## src/picture_adjust_regs.svh

```systemverilog
`ifndef PICTURE_ADJUST_REGS_SVH
`define PICTURE_ADJUST_REGS_SVH
// How it works
// RULE1: Composite black is 64 plus scaled offset
// RULE2: Composite luma gain uses contrast multiplier formula
// RULE3: Composite chroma gain is setting over 128
// RULE4: Signed hue, blocked for component and SECAM
// RULE5: Three chroma features work in any combination
// RULE6: Each frame feature needs 16 Mbit, both 32
// RULE7: Host configures memory before enabling frame features; host_port_model enables them with no memory setup
// RULE8: Temporal off selects 2D five-line comb
// RULE9: Timebase field: off, on, automatic
// RULE10: Chroma comb enable is active low, composite
// RULE11: Denoise off at reset, never on progressive
// RULE12: Auto chroma gain field has four modes
// RULE13: Phase compensation ignored in NTSC, SECAM
// RULE14: Wide lowpass on at reset, notch select
// RULE15: Component colour gains are settings over 128; RGB input keeps both colour-difference gains at unity
// RULE16: Component luma gain is setting over 128; RGB input keeps luma gain at unity
// RULE17: Component black is 64 plus plain offset; RGB input keeps black at 64 with no offset
// RULE18: Blanking select can gate window in blanking
// RULE19: Window start also places start code
// RULE20: Window stop places end code, even count
// RULE21: Ten-bit values commit on high byte write
// RULE22: Timing values kept per video standard
// RULE23: Sync start is ten bits, resets zero
// RULE24: Multipliers come from range extender register
// RULE25: Reserved bits read zero, writes ignored

// ==========================================
// Subaddresses
`define OFS_BLACK      8'h09
`define OFS_LGAIN      8'h0a
`define OFS_CGAIN      8'h0b
`define OFS_HUE        8'h0c
`define OFS_FEAT       8'h0d
`define OFS_FILT       8'h0e
`define OFS_PR         8'h10
`define OFS_Y          8'h11
`define OFS_PB         8'h12
`define OFS_YBLACK     8'h14
`define OFS_START_LO   8'h16
`define OFS_START_HI   8'h17
`define OFS_STOP_LO    8'h18
`define OFS_STOP_HI    8'h19
`define OFS_HS_LO      8'h1a
`define OFS_HS_HI      8'h1b
// ==========================================
// Reset values and write masks
`define RST_MID        8'h80
`define RST_ZERO       8'h00
`define RST_FILT       8'h0c
`define MASK_FEAT      8'hef
`define MASK_FILT      8'h0f
`define RST_START_525  10'h055
`define RST_START_625  10'h05f
`define RST_STOP_525   10'h325
`define RST_STOP_625   10'h32f
`define RST_HS         10'h000
// ==========================================
// Field positions
`define BIT_TEMPORAL   7
`define BIT_TBC_HI     6
`define BIT_TBC_LO     5
`define BIT_COMB_N     3
`define BIT_DENOISE    2
`define BIT_PHASE      3
`define BIT_WIDE       2
`define BIT_BLANK_SEL  2
// ==========================================
// Arithmetic constants
`define NOM_BLACK      13'h0040
`define MID_CODE       9'h080
`define UNITY_GAIN     24'h01_0000
`define MEM_UNIT       6'h10
`endif

```

## src/picture_adjust_pkg.sv

```systemverilog
`include "picture_adjust_regs.svh"
package picture_adjust_pkg;
	// Input signal class from the input selector
	typedef enum logic [1:0] {
		CLS_CVBS  = 2'h0,
		CLS_SVID  = 2'h1,
		CLS_YPBPR = 2'h3,
		CLS_RGB   = 2'h2
	} video_class_t;
	typedef enum logic [1:0] {
		TBC_OFF = 2'h0, TBC_ON = 2'h1, TBC_AUTO = 2'h2
	} tbc_mode_t;
	typedef enum logic [1:0] {
		ACG_AUTO = 2'h0, ACG_RSVD = 2'h1,
		ACG_NOMINAL = 2'h2, ACG_FROZEN = 2'h3
	} acg_mode_t;
	typedef logic [15:0][9:0] std_tab_t;
	// Whole block state
	typedef struct packed {
		logic [7:0]        bright, lgain, cgain, hue, feat, filt;
		logic [7:0]        pr, y, pb, yblack;
		logic              blank_sel;
		logic [7:0]        start_lo, stop_lo, hs_lo;
		std_tab_t          start_tab, stop_tab, hs_tab;
		logic [7:0]        rdata;
		logic signed [12:0] black;
		logic signed [23:0] luma_g;
		logic [23:0]       chroma_g, pr_g, pb_g;
		logic [7:0]        hue_out;
		logic              window, sav, eav, hs_mark;
	} state_t;
	// 625-line standards take the second default set
	function automatic std_tab_t std_defaults(
			logic [9:0] v525, logic [9:0] v625);
		std_tab_t t;
		for (int i = 0; i < 16; i++) begin
			t[i] = (i == 2 || i == 4 || i == 6 || i == 10) ?
				v625 : v525;
		end
		return t;
	endfunction
endpackage

```

## src/picture_adjust_timing_regs.sv

```systemverilog
module picture_adjust_timing_regs
	import picture_adjust_pkg::*;
(
	input  wire logic               clk,
	input  wire logic               resetn,
	input  wire logic               reg_wr,
	input  wire logic [7:0]         reg_addr,
	input  wire logic [7:0]         reg_wdata,
	output logic [7:0]              reg_rdata,
	input  wire logic [3:0]         video_std,
	input  wire logic [3:0]         bright_mult,
	input  wire logic [3:0]         contrast_mult,
	input  wire video_class_t       video_class,
	input  wire logic               secam_mode,
	input  wire logic               ntsc_mode,
	input  wire logic               progressive,
	input  wire logic [9:0]         pixel_pos,
	input  wire logic               vertical_blank_interval,
	output logic signed [12:0]      black_level,
	output logic signed [23:0]      luma_gain,
	output logic [23:0]             chroma_gain,
	output logic [23:0]             red_diff_gain,
	output logic [23:0]             blue_diff_gain,
	output logic [7:0]              hue_rotation,
	output logic                    temporal_yc_separation,
	output logic                    comb_2d_en,
	output logic                    frame_recursive_denoise,
	output tbc_mode_t               line_timebase_correction,
	output logic                    chroma_comb_en,
	output acg_mode_t               auto_chroma_gain,
	output logic                    phase_alt_compensation,
	output logic                    wide_chroma_lowpass,
	output logic [1:0]              chroma_notch_sel,
	output logic [5:0]              frame_mem_mbits,
	output logic                    active_video_window,
	output logic                    sav_mark,
	output logic                    eav_mark,
	output logic                    horizontal_sync
);

	// ==========================================
	// State
	localparam state_t RST = '{
		bright:    `RST_MID,
		lgain:     `RST_MID,
		cgain:     `RST_MID,
		hue:       `RST_ZERO,
		feat:      `RST_ZERO,
		filt:      `RST_FILT,
		pr:        `RST_MID,
		y:         `RST_MID,
		pb:        `RST_MID,
		yblack:    `RST_MID,
		start_tab: std_defaults(`RST_START_525, `RST_START_625),
		stop_tab:  std_defaults(`RST_STOP_525, `RST_STOP_625),
		hs_tab:    std_defaults(`RST_HS, `RST_HS),
		default:   '0
	};

	state_t s_r;     // Registered state
	state_t s_nxt;   // Next state

	// Working values of the current standard
	logic [9:0]         cur_start;
	logic [9:0]         cur_stop;
	logic [9:0]         cur_hs;
	logic               is_comp;     // YPbPr or RGB
	logic signed [8:0]  bofs;        // Offset from mid code
	logic signed [5:0]  bmul;        // Multiplier plus one
	logic signed [14:0] bprod;
	logic [23:0]        lscaled;
	logic signed [23:0] lterm;

	assign cur_start = s_r.start_tab[video_std];
	assign cur_stop  = s_r.stop_tab[video_std];
	assign cur_hs    = s_r.hs_tab[video_std];
	assign is_comp   = video_class[1];

	// ==========================================
	// Next state
	always_comb begin
		s_nxt = s_r;
		// Register writes, reserved bits dropped
		if (reg_wr) begin
			case (reg_addr)
				`OFS_BLACK:  s_nxt.bright = reg_wdata;
				`OFS_LGAIN:  s_nxt.lgain  = reg_wdata;
				`OFS_CGAIN:  s_nxt.cgain  = reg_wdata;
				`OFS_HUE:    s_nxt.hue    = reg_wdata;
				`OFS_FEAT:   s_nxt.feat   = reg_wdata & `MASK_FEAT; // see RULE25
				`OFS_FILT:   s_nxt.filt   = reg_wdata & `MASK_FILT; // see RULE25
				`OFS_PR:     s_nxt.pr     = reg_wdata;
				`OFS_Y:      s_nxt.y      = reg_wdata;
				`OFS_PB:     s_nxt.pb     = reg_wdata;
				`OFS_YBLACK: s_nxt.yblack = reg_wdata;
				// Low bytes only stage
				`OFS_START_LO: s_nxt.start_lo = reg_wdata; // see RULE21
				`OFS_STOP_LO:  s_nxt.stop_lo  = reg_wdata; // see RULE21
				`OFS_HS_LO:    s_nxt.hs_lo    = reg_wdata; // see RULE21
				// High byte commits into this standard's slot
				`OFS_START_HI: begin
					s_nxt.blank_sel = reg_wdata[`BIT_BLANK_SEL];
					s_nxt.start_tab[video_std] =
						{reg_wdata[1:0], s_r.start_lo}; // see RULE21, RULE22
				end
				`OFS_STOP_HI: begin
					s_nxt.stop_tab[video_std] =
						{reg_wdata[1:0], s_r.stop_lo}; // see RULE21, RULE22
				end
				`OFS_HS_HI: begin
					s_nxt.hs_tab[video_std] =
						{reg_wdata[1:0], s_r.hs_lo}; // see RULE23, RULE22
				end
				default: begin
					// Other subaddresses live elsewhere
				end
			endcase
		end

		// Read data, one cycle behind the address
		case (reg_addr)
			`OFS_BLACK:    s_nxt.rdata = s_r.bright;
			`OFS_LGAIN:    s_nxt.rdata = s_r.lgain;
			`OFS_CGAIN:    s_nxt.rdata = s_r.cgain;
			`OFS_HUE:      s_nxt.rdata = s_r.hue;
			`OFS_FEAT:     s_nxt.rdata = s_r.feat;
			`OFS_FILT:     s_nxt.rdata = s_r.filt;
			`OFS_PR:       s_nxt.rdata = s_r.pr;
			`OFS_Y:        s_nxt.rdata = s_r.y;
			`OFS_PB:       s_nxt.rdata = s_r.pb;
			`OFS_YBLACK:   s_nxt.rdata = s_r.yblack;
			`OFS_START_LO: s_nxt.rdata = cur_start[7:0];
			`OFS_START_HI: s_nxt.rdata = {5'h00, s_r.blank_sel,
				cur_start[9:8]}; // see RULE25
			`OFS_STOP_LO:  s_nxt.rdata = cur_stop[7:0];
			`OFS_STOP_HI:  s_nxt.rdata = {6'h00, cur_stop[9:8]};
			`OFS_HS_LO:    s_nxt.rdata = cur_hs[7:0];
			`OFS_HS_HI:    s_nxt.rdata = {6'h00, cur_hs[9:8]};
			default:       s_nxt.rdata = 8'h00;
		endcase

		// Black level: multiplier only on the composite path
		if (video_class == CLS_YPBPR) begin
			s_nxt.black = 13'($signed({5'h00, s_r.yblack})
				- $signed({4'h0, `MID_CODE})
				+ $signed(`NOM_BLACK)); // see RULE17
		end else if (is_comp) begin
			// RGB offset belongs to the analogue front end
			s_nxt.black = `NOM_BLACK; // see RULE17
		end else begin
			s_nxt.black = 13'(bprod
				+ $signed(`NOM_BLACK)); // see RULE1, RULE24
		end

		// Luma gain, 16 fractional bits
		if (video_class == CLS_YPBPR) begin
			s_nxt.luma_g = $signed({7'h00, s_r.y,
				9'h000}); // see RULE16
		end else if (is_comp) begin
			// RGB gain belongs to the analogue front end
			s_nxt.luma_g = `UNITY_GAIN; // see RULE16
		end else begin
			s_nxt.luma_g = $signed(lscaled) + lterm; // see RULE2
		end

		// Chroma gains; RGB keeps nominal colour-difference gain
		s_nxt.chroma_g = {7'h00, s_r.cgain, 9'h000}; // see RULE3
		if (video_class == CLS_YPBPR) begin
			s_nxt.pr_g = {7'h00, s_r.pr, 9'h000}; // see RULE15
			s_nxt.pb_g = {7'h00, s_r.pb, 9'h000}; // see RULE15
		end else begin
			s_nxt.pr_g = `UNITY_GAIN;
			s_nxt.pb_g = `UNITY_GAIN;
		end

		// Hue is meaningless without a subcarrier phase
		if (is_comp || secam_mode) begin
			s_nxt.hue_out = 8'h00; // see RULE4
		end else begin
			s_nxt.hue_out = s_r.hue; // see RULE4
		end

		// Active window, start inclusive, stop exclusive
		s_nxt.window = (pixel_pos >= cur_start)
			&& (pixel_pos < cur_stop)
			&& !(s_r.blank_sel
			&& vertical_blank_interval); // see RULE18
		s_nxt.sav     = (pixel_pos == cur_start); // see RULE19
		s_nxt.eav     = (pixel_pos == cur_stop); // see RULE20
		s_nxt.hs_mark = (pixel_pos == cur_hs); // see RULE23

		if (!resetn) begin
			s_nxt = RST;
		end
	end

	// Composite brightness and contrast arithmetic
	always_comb begin
		bofs    = $signed({1'b0, s_r.bright}) - $signed(`MID_CODE);
		bmul    = $signed({1'b0, 5'(bright_mult) + 5'h01});
		bprod   = 15'(bmul * bofs); // see RULE1
		lscaled = {6'h00, s_r.lgain, 10'h000} >> contrast_mult;
		lterm   = $signed({4'h0, contrast_mult, 16'h0000})
			- $signed(`UNITY_GAIN); // see RULE2, RULE24
	end

	// ==========================================
	// Register
	always_ff @(posedge clk) begin
		s_r <= s_nxt;
	end

	// ==========================================
	// Outputs
	assign reg_rdata           = s_r.rdata;
	assign black_level         = s_r.black;
	assign luma_gain           = s_r.luma_g;
	assign chroma_gain         = s_r.chroma_g;
	assign red_diff_gain       = s_r.pr_g;
	assign blue_diff_gain      = s_r.pb_g;
	assign hue_rotation        = s_r.hue_out;
	assign active_video_window = s_r.window;
	assign sav_mark            = s_r.sav;
	assign eav_mark            = s_r.eav;
	assign horizontal_sync     = s_r.hs_mark;

	// Each feature decodes from its own bits; the 2D comb is the inverse of the temporal bit
	assign temporal_yc_separation = s_r.feat[`BIT_TEMPORAL]; // see RULE5
	assign comb_2d_en = !s_r.feat[`BIT_TEMPORAL]; // see RULE8
	// Progressive frames break the field recursion
	assign frame_recursive_denoise = s_r.feat[`BIT_DENOISE]
		&& !progressive; // see RULE11
	// Both automatic codes map to one mode
	assign line_timebase_correction = s_r.feat[`BIT_TBC_HI] ?
		TBC_AUTO : (s_r.feat[`BIT_TBC_LO] ?
		TBC_ON : TBC_OFF); // see RULE9
	assign chroma_comb_en = !s_r.feat[`BIT_COMB_N]
		&& (video_class == CLS_CVBS); // see RULE10
	assign auto_chroma_gain = acg_mode_t'(s_r.feat[1:0]); // see RULE12
	assign phase_alt_compensation = s_r.filt[`BIT_PHASE]
		&& !ntsc_mode && !secam_mode; // see RULE13
	assign wide_chroma_lowpass = s_r.filt[`BIT_WIDE]; // see RULE14
	assign chroma_notch_sel = s_r.filt[1:0]; // see RULE14
	// Memory budget; host must set up memory first
	assign frame_mem_mbits =
		(temporal_yc_separation ? `MEM_UNIT : 6'h00)
		+ (s_r.feat[`BIT_DENOISE] ? `MEM_UNIT : 6'h00); // see RULE6, RULE7
endmodule

```

## config.mk

```make
export PLATFORM = sky130hd
export DESIGN_NAME = picture_adjust_timing_regs
export DESIGN_NICKNAME = d
export VERILOG_FILES = /design/src/picture_adjust_pkg.sv /design/src/picture_adjust_timing_regs.sv
export VERILOG_INCLUDE_DIRS = /design/src
export SDC_FILE = /design/constraint.sdc
export NUM_CORES = 2
export LEC_CHECK = 0
export ABC_AREA = 1
export ABC_CLOCK_PERIOD_IN_PS = 6900
export CAP_MARGIN = 25
export CORE_MARGIN = 5
export CORE_UTILIZATION = 50
export CTS_CLUSTER_DIAMETER = 200
export DETAILED_ROUTE_END_ITERATION = 8
export DONT_BUFFER_PORTS = 1
export SLEW_MARGIN = 10
export SYNTH_ARGS = -nofsm -noshare
export SYNTH_HDL_FRONTEND = slang
export SYNTH_SLANG_ARGS = --single-unit
```

## constraint.sdc

```tcl
create_clock -name clk -period 6.9 [get_ports clk]
set_input_delay 1.38 -clock clk [delete_from_list [all_inputs] [get_ports clk]]
set_output_delay 1.38 -clock clk [all_outputs]
set_load 0.005 [all_outputs]
```

# ---- Word level (Yosys, flattened, before mapping)
# Index checks and enable logic that the tools add are counted.
dict set report totals {
  reg_bits 709
  latchBits 0
  ram_bits 0
  romBits 0
  out_inout_bits 147
  elab_cells 168
  memories 0
}
dict set report op_classes {
  add_sub_neg 8
  mul 1
  n_div 0
  n_lt_le_gt_ge 4
  n_eq_ne 20
  n_shift 1
  mux 21
  bitwise 1
  n_reduce_logical 35
}
# cell count
set ops {}
lappend ops {{bitwise mux 160 bit} 3}
lappend ops {{case mux 8 bit (16 select lines)} 1}
lappend ops {{binary-select mux 10 bit (select 4 bit)} 3}
lappend ops {{equality test 8 x 5 -> 1 bit, second input constant} 10}
lappend ops {{equality test 8 x 4 -> 1 bit, second input constant} 6}
lappend ops {{two-way mux 41 bit} 1}
lappend ops {{demux 10 bit (select 4 bit)} 1}
lappend ops {{two-way mux 10 bit} 4}
lappend ops {{two-way mux 17 bit} 2}
lappend ops {{AND reduction 2 bit} 17}
lappend ops {{equality test 10 bit} 3}
lappend ops {{two-way mux 13 bit} 2}
lappend ops {{adder 24 x 21 -> 24 bit} 1}
lappend ops {{right shift 18 x 4 -> 24 bit} 1}
lappend ops {{subtractor 20 x 17 -> 21 bit, second input constant} 1}
lappend ops {{subtractor 8 x 8 -> 9 bit, second input constant} 2}
lappend ops {{adder 13 x 8 -> 13 bit, second input constant} 1}
lappend ops {{multiplier 6 x 9 -> 13 bit} 1}
lappend ops {{adder 9 x 8 -> 10 bit, second input constant} 1}
lappend ops {{>= comparator 10 bit} 1}
lappend ops {{< comparator 10 bit} 1}
lappend ops {{two-way mux 5 bit} 2}
lappend ops {{logical AND 1 bit} 8}
lappend ops {{adder 5 x 5 -> 6 bit} 1}
lappend ops {{12 further kinds} 17}

# ---- Logic depth before layout (Yosys ltp)
dict set report logic_depth {
  ltp_word 5
  ltp_mapped 20
  depth_no_buf 20
}

# ---- Worst setup path after synthesis
# No wires, ideal clock.
dict set report synth_timing {
  path_kind {in2reg}
  start {input bright_mult[0]}
  end {register s_r (netlist bit black_level[11])}
  arrival_ps 5364
  required_ps 6785
  setup_slack_ps 1421
  cell_stages 16
  n_path_buf 1
  cell_sequence {clkbuf_1 -> nand3_1 -> xor2_1 -> nor2_1 -> fa_1 -> fa_1 -> fa_1 -> fa_1 -> ha_1 -> a21oi_1 -> a21oi_1 -> o21a_1 -> o21ai_0 -> nand3b_1 -> nand3_1 -> nand2_1}
}
dict set report synth_via {
  elab_chain_cells 5
}
# item line_no
set synth_lines {}
lappend synth_lines {{start, declared} picture_adjust_timing_regs.sv:11} ;# input wire logic [3:0] bright_mult,
lappend synth_lines {{adder 4 x 1 -> 5 bit} picture_adjust_timing_regs.sv:200} ;# bmul = $signed({1'b0, 5'(bright_mult) + 5'h01});
lappend synth_lines {{multiplier 6 x 9 -> 13 bit} picture_adjust_timing_regs.sv:201} ;# bprod = 15'(bmul * bofs);
lappend synth_lines {{adder 13 x 8 -> 13 bit} picture_adjust_timing_regs.sv:151} ;# s_nxt.black = 13'(bprod
lappend synth_lines {{two-way mux 13 bit} picture_adjust_timing_regs.sv:147} ;# end else if (is_comp) begin
lappend synth_lines {{two-way mux 13 bit} picture_adjust_timing_regs.sv:143} ;# if (video_class == CLS_YPBPR) begin
lappend synth_lines {{end signal, assigned} picture_adjust_timing_regs.sv:210} ;# s_r <= s_nxt;
lappend synth_lines {{end, declared} picture_adjust_timing_regs.sv:60} ;# state_t s_r;
# Every way passes these cells.
# A chain may end at the register's enable or synchronous reset.

# ---- Worst setup path after layout
# Same ends and word-level chain as after synthesis.

==> impl_results.html <==
<table>
<tr><th>Metric</th><th>Value</th></tr>
<tr><th colspan="2">Status</th></tr>
<tr><td>Run status</td><td>finished with violations</td></tr>
<tr><td>Failing checks</td><td>max-slew violations</td></tr>
<tr><th colspan="2">Power and ir drop</th></tr>
<tr><td>Cell area power density</td><td>251 nW/µm²</td></tr>
<tr><td>Total leakage power</td><td>around 0.015 µW</td></tr>
<tr><td>Worst IR drop on VDD</td><td>between 0.2 and 0.25 mV</td></tr>
<tr><th colspan="2">Setup path</th></tr>
<tr><td>Type of destination of the critical path</td><td>flop</td></tr>
<tr><td>Crit path kind</td><td>in2reg</td></tr>
<tr><td>Required @ worst endpoint</td><td>around 7.4 ns</td></tr>
<tr><td>Worst setup path end</td><td>black_level[11]</td></tr>
<tr><td>Endpoint of the worst register-to-register path</td><td>black_level[11]</td></tr>
<tr><td>Worst Path Arrival</td><td>5.51 ns</td></tr>
<tr><td>Path depth of the worst reg2reg path</td><td>16</td></tr>
<tr><td>Largest fanout of any net on the critical path</td><td>9</td></tr>
<tr><td>Register-to-register setup slack</td><td>around 2.8 ns</td></tr>
<tr><td>Kind of launch point of the worst setup path</td><td>primary input</td></tr>
<tr><td>Launching element of the worst setup path</td><td>bright_mult[0]</td></tr>
<tr><td>R2r startpoint</td><td>s_r[711]</td></tr>
<tr><th colspan="2">Layout</th></tr>
<tr><td>Post-Layout Cell Count</td><td>4,735</td></tr>
<tr><td>Core utilization of the finished layout</td><td>roughly 53%</td></tr>
<tr><td>Fraction of layout instances using a drive strength above 1</td><td>under 10%</td></tr>
<tr><td>Count of inserted antenna diode cells</td><td>0</td></tr>
<tr><td>Layout Nets</td><td>4,025</td></tr>
<tr><td>Area Overhead vs Synth</td><td>5.38%</td></tr>
<tr><th colspan="2">Floorplan</th></tr>
<tr><td>Starting density of the core</td><td>roughly half</td></tr>
<tr><td>Cell row count</td><td>91</td></tr>
<tr><td>Die area</td><td>around 67,000 µm²</td></tr>
<tr><td>Die W</td><td>approximately 260 µm</td></tr>
<tr><td>Number of top-level design ports</td><td>roughly 190</td></tr>
<tr><td>DIE HEIGHT</td><td>258 µm</td></tr>
<tr><td>Core Region</td><td>~60,000 µm²</td></tr>
<tr><th colspan="2">Synthesis</th></tr>
<tr><td>Top flip-flop cell by instance count after synthesis</td><td>sky130_fd_sc_hd__dfxtp_1</td></tr>
<tr><td>Share of the synthesized area in the top cell type</td><td>roughly 43%</td></tr>
<tr><td>Post-synthesis instance area</td><td>between 30,000 and 40,000 µm²</td></tr>
<tr><td>Portion of the post-synthesis area used by sequential elements</td><td>43.0%</td></tr>
<tr><td>Fraction of registers with async set or reset after synthesis</td><td>0%</td></tr>
<tr><td>Synth warnings</td><td>0</td></tr>
<tr><td>Seq cells post-synth</td><td>661</td></tr>
<tr><td>Mean Syn Cell Area</td><td>between 7 and 8 µm²</td></tr>
<tr><td>Top cells by count, synth</td><td>sky130_fd_sc_hd__nand2_1, sky130_fd_sc_hd__dfxtp_1, sky130_fd_sc_hd__o21ai_0, sky130_fd_sc_hd__a21oi_1, sky130_fd_sc_hd__nor2_1</td></tr>
<tr><td>Count of flip-flops with a built-in enable after synthesis</td><td>0</td></tr>
<tr><td>Leading post-synthesis cells by cell area</td><td>sky130_fd_sc_hd__dfxtp_1, sky130_fd_sc_hd__nand2_1, sky130_fd_sc_hd__o21ai_0, sky130_fd_sc_hd__a21oi_1, sky130_fd_sc_hd__nor2_1</td></tr>
<tr><td>Leading cell type by number of instances after synthesis</td><td>sky130_fd_sc_hd__nand2_1</td></tr>
<tr><td>Number of standard cells after synthesis</td><td>4,137</td></tr>
<tr><td>Cell accounting for the most synthesized area</td><td>sky130_fd_sc_hd__dfxtp_1</td></tr>
<tr><td>Number of different library cells in the post-synthesis netlist</td><td>48</td></tr>
<tr><th colspan="2">GRT</th></tr>
<tr><td>Maximum number of pins on one net before global-route repair</td><td>589</td></tr>
<tr><td>Wire length of the first global-routing pass</td><td>roughly 150,000 µm</td></tr>
<tr><td>Vias in the first global route</td><td>24,400</td></tr>
<tr><td>Total overflow reported by the global router</td><td>0</td></tr>
<tr><td>Antenna violations before repair</td><td>0</td></tr>
<tr><td>Global-route usage over all layers</td><td>between 20% and 30%</td></tr>
<tr><th colspan="2">Clock network</th></tr>
<tr><td>Clk_lat worst skew</td><td>just over 0.6 ns</td></tr>
<tr><td>CTS clock-pin slew for the worst setup and hold paths</td><td>about 0.06 ns</td></tr>
<tr><td>CTS tree</td><td>done</td></tr>
<tr><td>Clock tree buffer depth</td><td>3</td></tr>
<tr><td>Post-CTS Hold Fix Bufs</td><td>0</td></tr>
<tr><td>Clock root buffer</td><td>sky130_fd_sc_hd__clkbuf_16</td></tr>
<tr><td>Sinks on the clock net</td><td>around 660</td></tr>
<tr><td># H-tree levels</td><td>3</td></tr>
<tr><td>Inserted Clock Buffers</td><td>between 70 and 80</td></tr>
<tr><td>Resized cells post-CTS</td><td>0</td></tr>
<tr><td>Setup bufs post-CTS</td><td>0</td></tr>
<tr><th colspan="2">STA</th></tr>
<tr><td>Unrepaired setup endpoints after global routing</td><td>no</td></tr>
<tr><td>Setup_tns</td><td>0 ns</td></tr>
<tr><td>Setup violation total in the final timing report</td><td>0</td></tr>
<tr><td>Fmax achieved</td><td>199 MHz</td></tr>
<tr><td>Hold violation count in the final report</td><td>0</td></tr>
<tr><td>Clock skew after layout</td><td>about 0.037 ns</td></tr>
<tr><td>Number of pins exceeding their max-slew limit in the final report</td><td>roughly 430</td></tr>
<tr><td>Final period util</td><td>a little over 70%</td></tr>
<tr><td>Relative slew slack</td><td>-51.6%</td></tr>
<tr><td>Post-layout minimum cycle time</td><td>5.02 ns</td></tr>
<tr><td>Least-Margin Pin Slew</td><td>~2.3 ns</td></tr>
<tr><th colspan="2">Drt</th></tr>
<tr><td>Post-detailed-route wirelength per cell</td><td>20.1 µm</td></tr>
<tr><td>Post-route DRC violation count</td><td>0</td></tr>
<tr><td>Detailed-routing iteration count for the pre-antenna-repair pass</td><td>5</td></tr>
<tr><td>Initial DRC Count</td><td>between 2,000 and 3,000</td></tr>
<tr><td>Wire length after detailed routing</td><td>approximately 95,000 µm</td></tr>
<tr><td>Antenna-violating nets left</td><td>0</td></tr>
<tr><td>Mean number of vias per cell</td><td>between 5 and 6</td></tr>
<tr><td>Via total after detailed routing</td><td>between 20,000 and 30,000</td></tr>
<tr><th colspan="2">Placed design</th></tr>
<tr><td>Inst Count DP</td><td>between 4,000 and 5,000</td></tr>
<tr><td>Gpl congestion</td><td>just over 0.9</td></tr>
<tr><td>Final HPWL DP</td><td>about 60,000 µm</td></tr>
<tr><td>Quantity of I/O buffers inserted on ports</td><td>0</td></tr>
<tr><th colspan="2">Flow run</th></tr>
<tr><td>Number of max-cap violations</td><td>0</td></tr>
<tr><th colspan="2">Min path</th></tr>
<tr><td>Startpoint of the lowest-slack hold path</td><td>s_r[277]</td></tr>
<tr><td>Worst Hold Class</td><td>reg2reg</td></tr>
</table>
[cells by family after synthesis]
group                    after synthesis  synth area share [%]
AO/OA/AOI/OAI                       1123                  20.5
XOR/XNOR                              10                 0.285
adder cells (fa/ha/maj)               80                  3.89
buffers and inverters                670                  10.4
flip-flops                           661                  43.0
multiplexers                           1                0.0326
other                                  1                0.0122
AND/OR/NAND/NOR                     1591                  21.9
[per-stage QoR]
step,power (µW),setup slack (ns),cell area [µm²],hold slack (ns)
6_report,8120,1.88,32400,0.451
5_1_grt,8360,1.63,32400,0.473
4_1_cts,8180,1.88,32400,0.451
3_5_place_dp,4210,1.25,29900,0.443
3_3_place_gp,4210,1.28,29900,0.435
2_1_floorplan,4200,1.42,30900,0.407
[sequential cells by signal, indices dropped and copies added (netlist names)]
| name | count |
|---|---|
| active_video_window | 1 |
| auto_chroma_gain | 2 |
| black_level | 13 |
| blue_diff_gain | 8 |
| chroma_gain | 8 |
| chroma_notch_sel | 2 |
| eav_mark | 1 |
| horizontal_sync | 1 |
| hue_rotation | 8 |
| luma_gain | 24 |
| red_diff_gain | 8 |
| reg_rdata | 8 |
| s_r | 574 |
| sav_mark | 1 |
| temporal_yc_separation | 1 |
| wide_chroma_lowpass | 1 |
[worst max-delay path: stages]
cell                       delay, ns
sky130_fd_sc_hd__ha_1           0.21
sky130_fd_sc_hd__xor2_1         0.35
sky130_fd_sc_hd__inv_1          0.15
sky130_fd_sc_hd__nor2_1         0.15
sky130_fd_sc_hd__fa_1           0.45
sky130_fd_sc_hd__fa_1           0.47
sky130_fd_sc_hd__fa_1           0.52
sky130_fd_sc_hd__fa_1           0.49
sky130_fd_sc_hd__ha_1           0.37
sky130_fd_sc_hd__a21oi_1        0.20
sky130_fd_sc_hd__a21oi_1        0.12
sky130_fd_sc_hd__o21a_1         0.19
sky130_fd_sc_hd__o21ai_0        0.21
sky130_fd_sc_hd__nand3b_1       0.10
sky130_fd_sc_hd__nand3_1        0.09
sky130_fd_sc_hd__nand2_1        0.04
[routing by layer]
layer	global-route usage (%)	vias up	part of all wire (%)
li1	-	13000	-
met1	36.9	12300	43
met4	8.38	0	3.3
met5	0	-	0
met3	5.20	169	7.4
met2	45.1	872	46
[area by class of cell]
| type | count | area [µm²] |
|---|---|---|
| fill | 6052 | 28900 |
| multi-input combinational | 2857 | 14500 |
| sequential | 661 | 13200 |
| clock buffer | 102 | 2160 |
| inverter | 289 | 1090 |
| tap | 790 | 988 |
| clock inverter | 20 | 275 |
| timing repair buffer | 16 | 133 |
[cell usage in the layout (no fill, tap or decap), drive strengths merged]
cell type,n
a21oi,368
clkbuf,102
nor3,6
nor2,404
conb,52
ha,54
fa,26
inv,264
dfxtp,661
bufinv,6
o22ai,24
a22oi,94
nand2,1034
and3,1
o21ai,476
o221a,1
o21a,1
nor4,2
a31oi,2
nand3,104
xnor2,5
nand3b,1
o211ai,146
xor2,5
o31ai,1
o32ai,1
nor3b,1
a211oi,2
o221ai,1
buf,16
clkinv,38
nand4,34
or2,4
o211a,1
a21o,1
o21bai,4
clkinvlp,1
mux2i,1
[worst min-delay path by stage]
stage / endpoint / cells after the start
global route: s_r[177] / 2
detailed placement: s_r[277] / 2
finish: s_r[277] / 2
floorplan: chroma_gain[11] / 2
CTS: s_r[277] / 2
global placement: s_r[197] / 2
[power by group]
group	internal (µW)	total (µW)	switching, µW
clock network	2400	3990	1590
registers	3820	3830	5.10
logic	80.3	301	221
(Power assumes the default switching activity.)
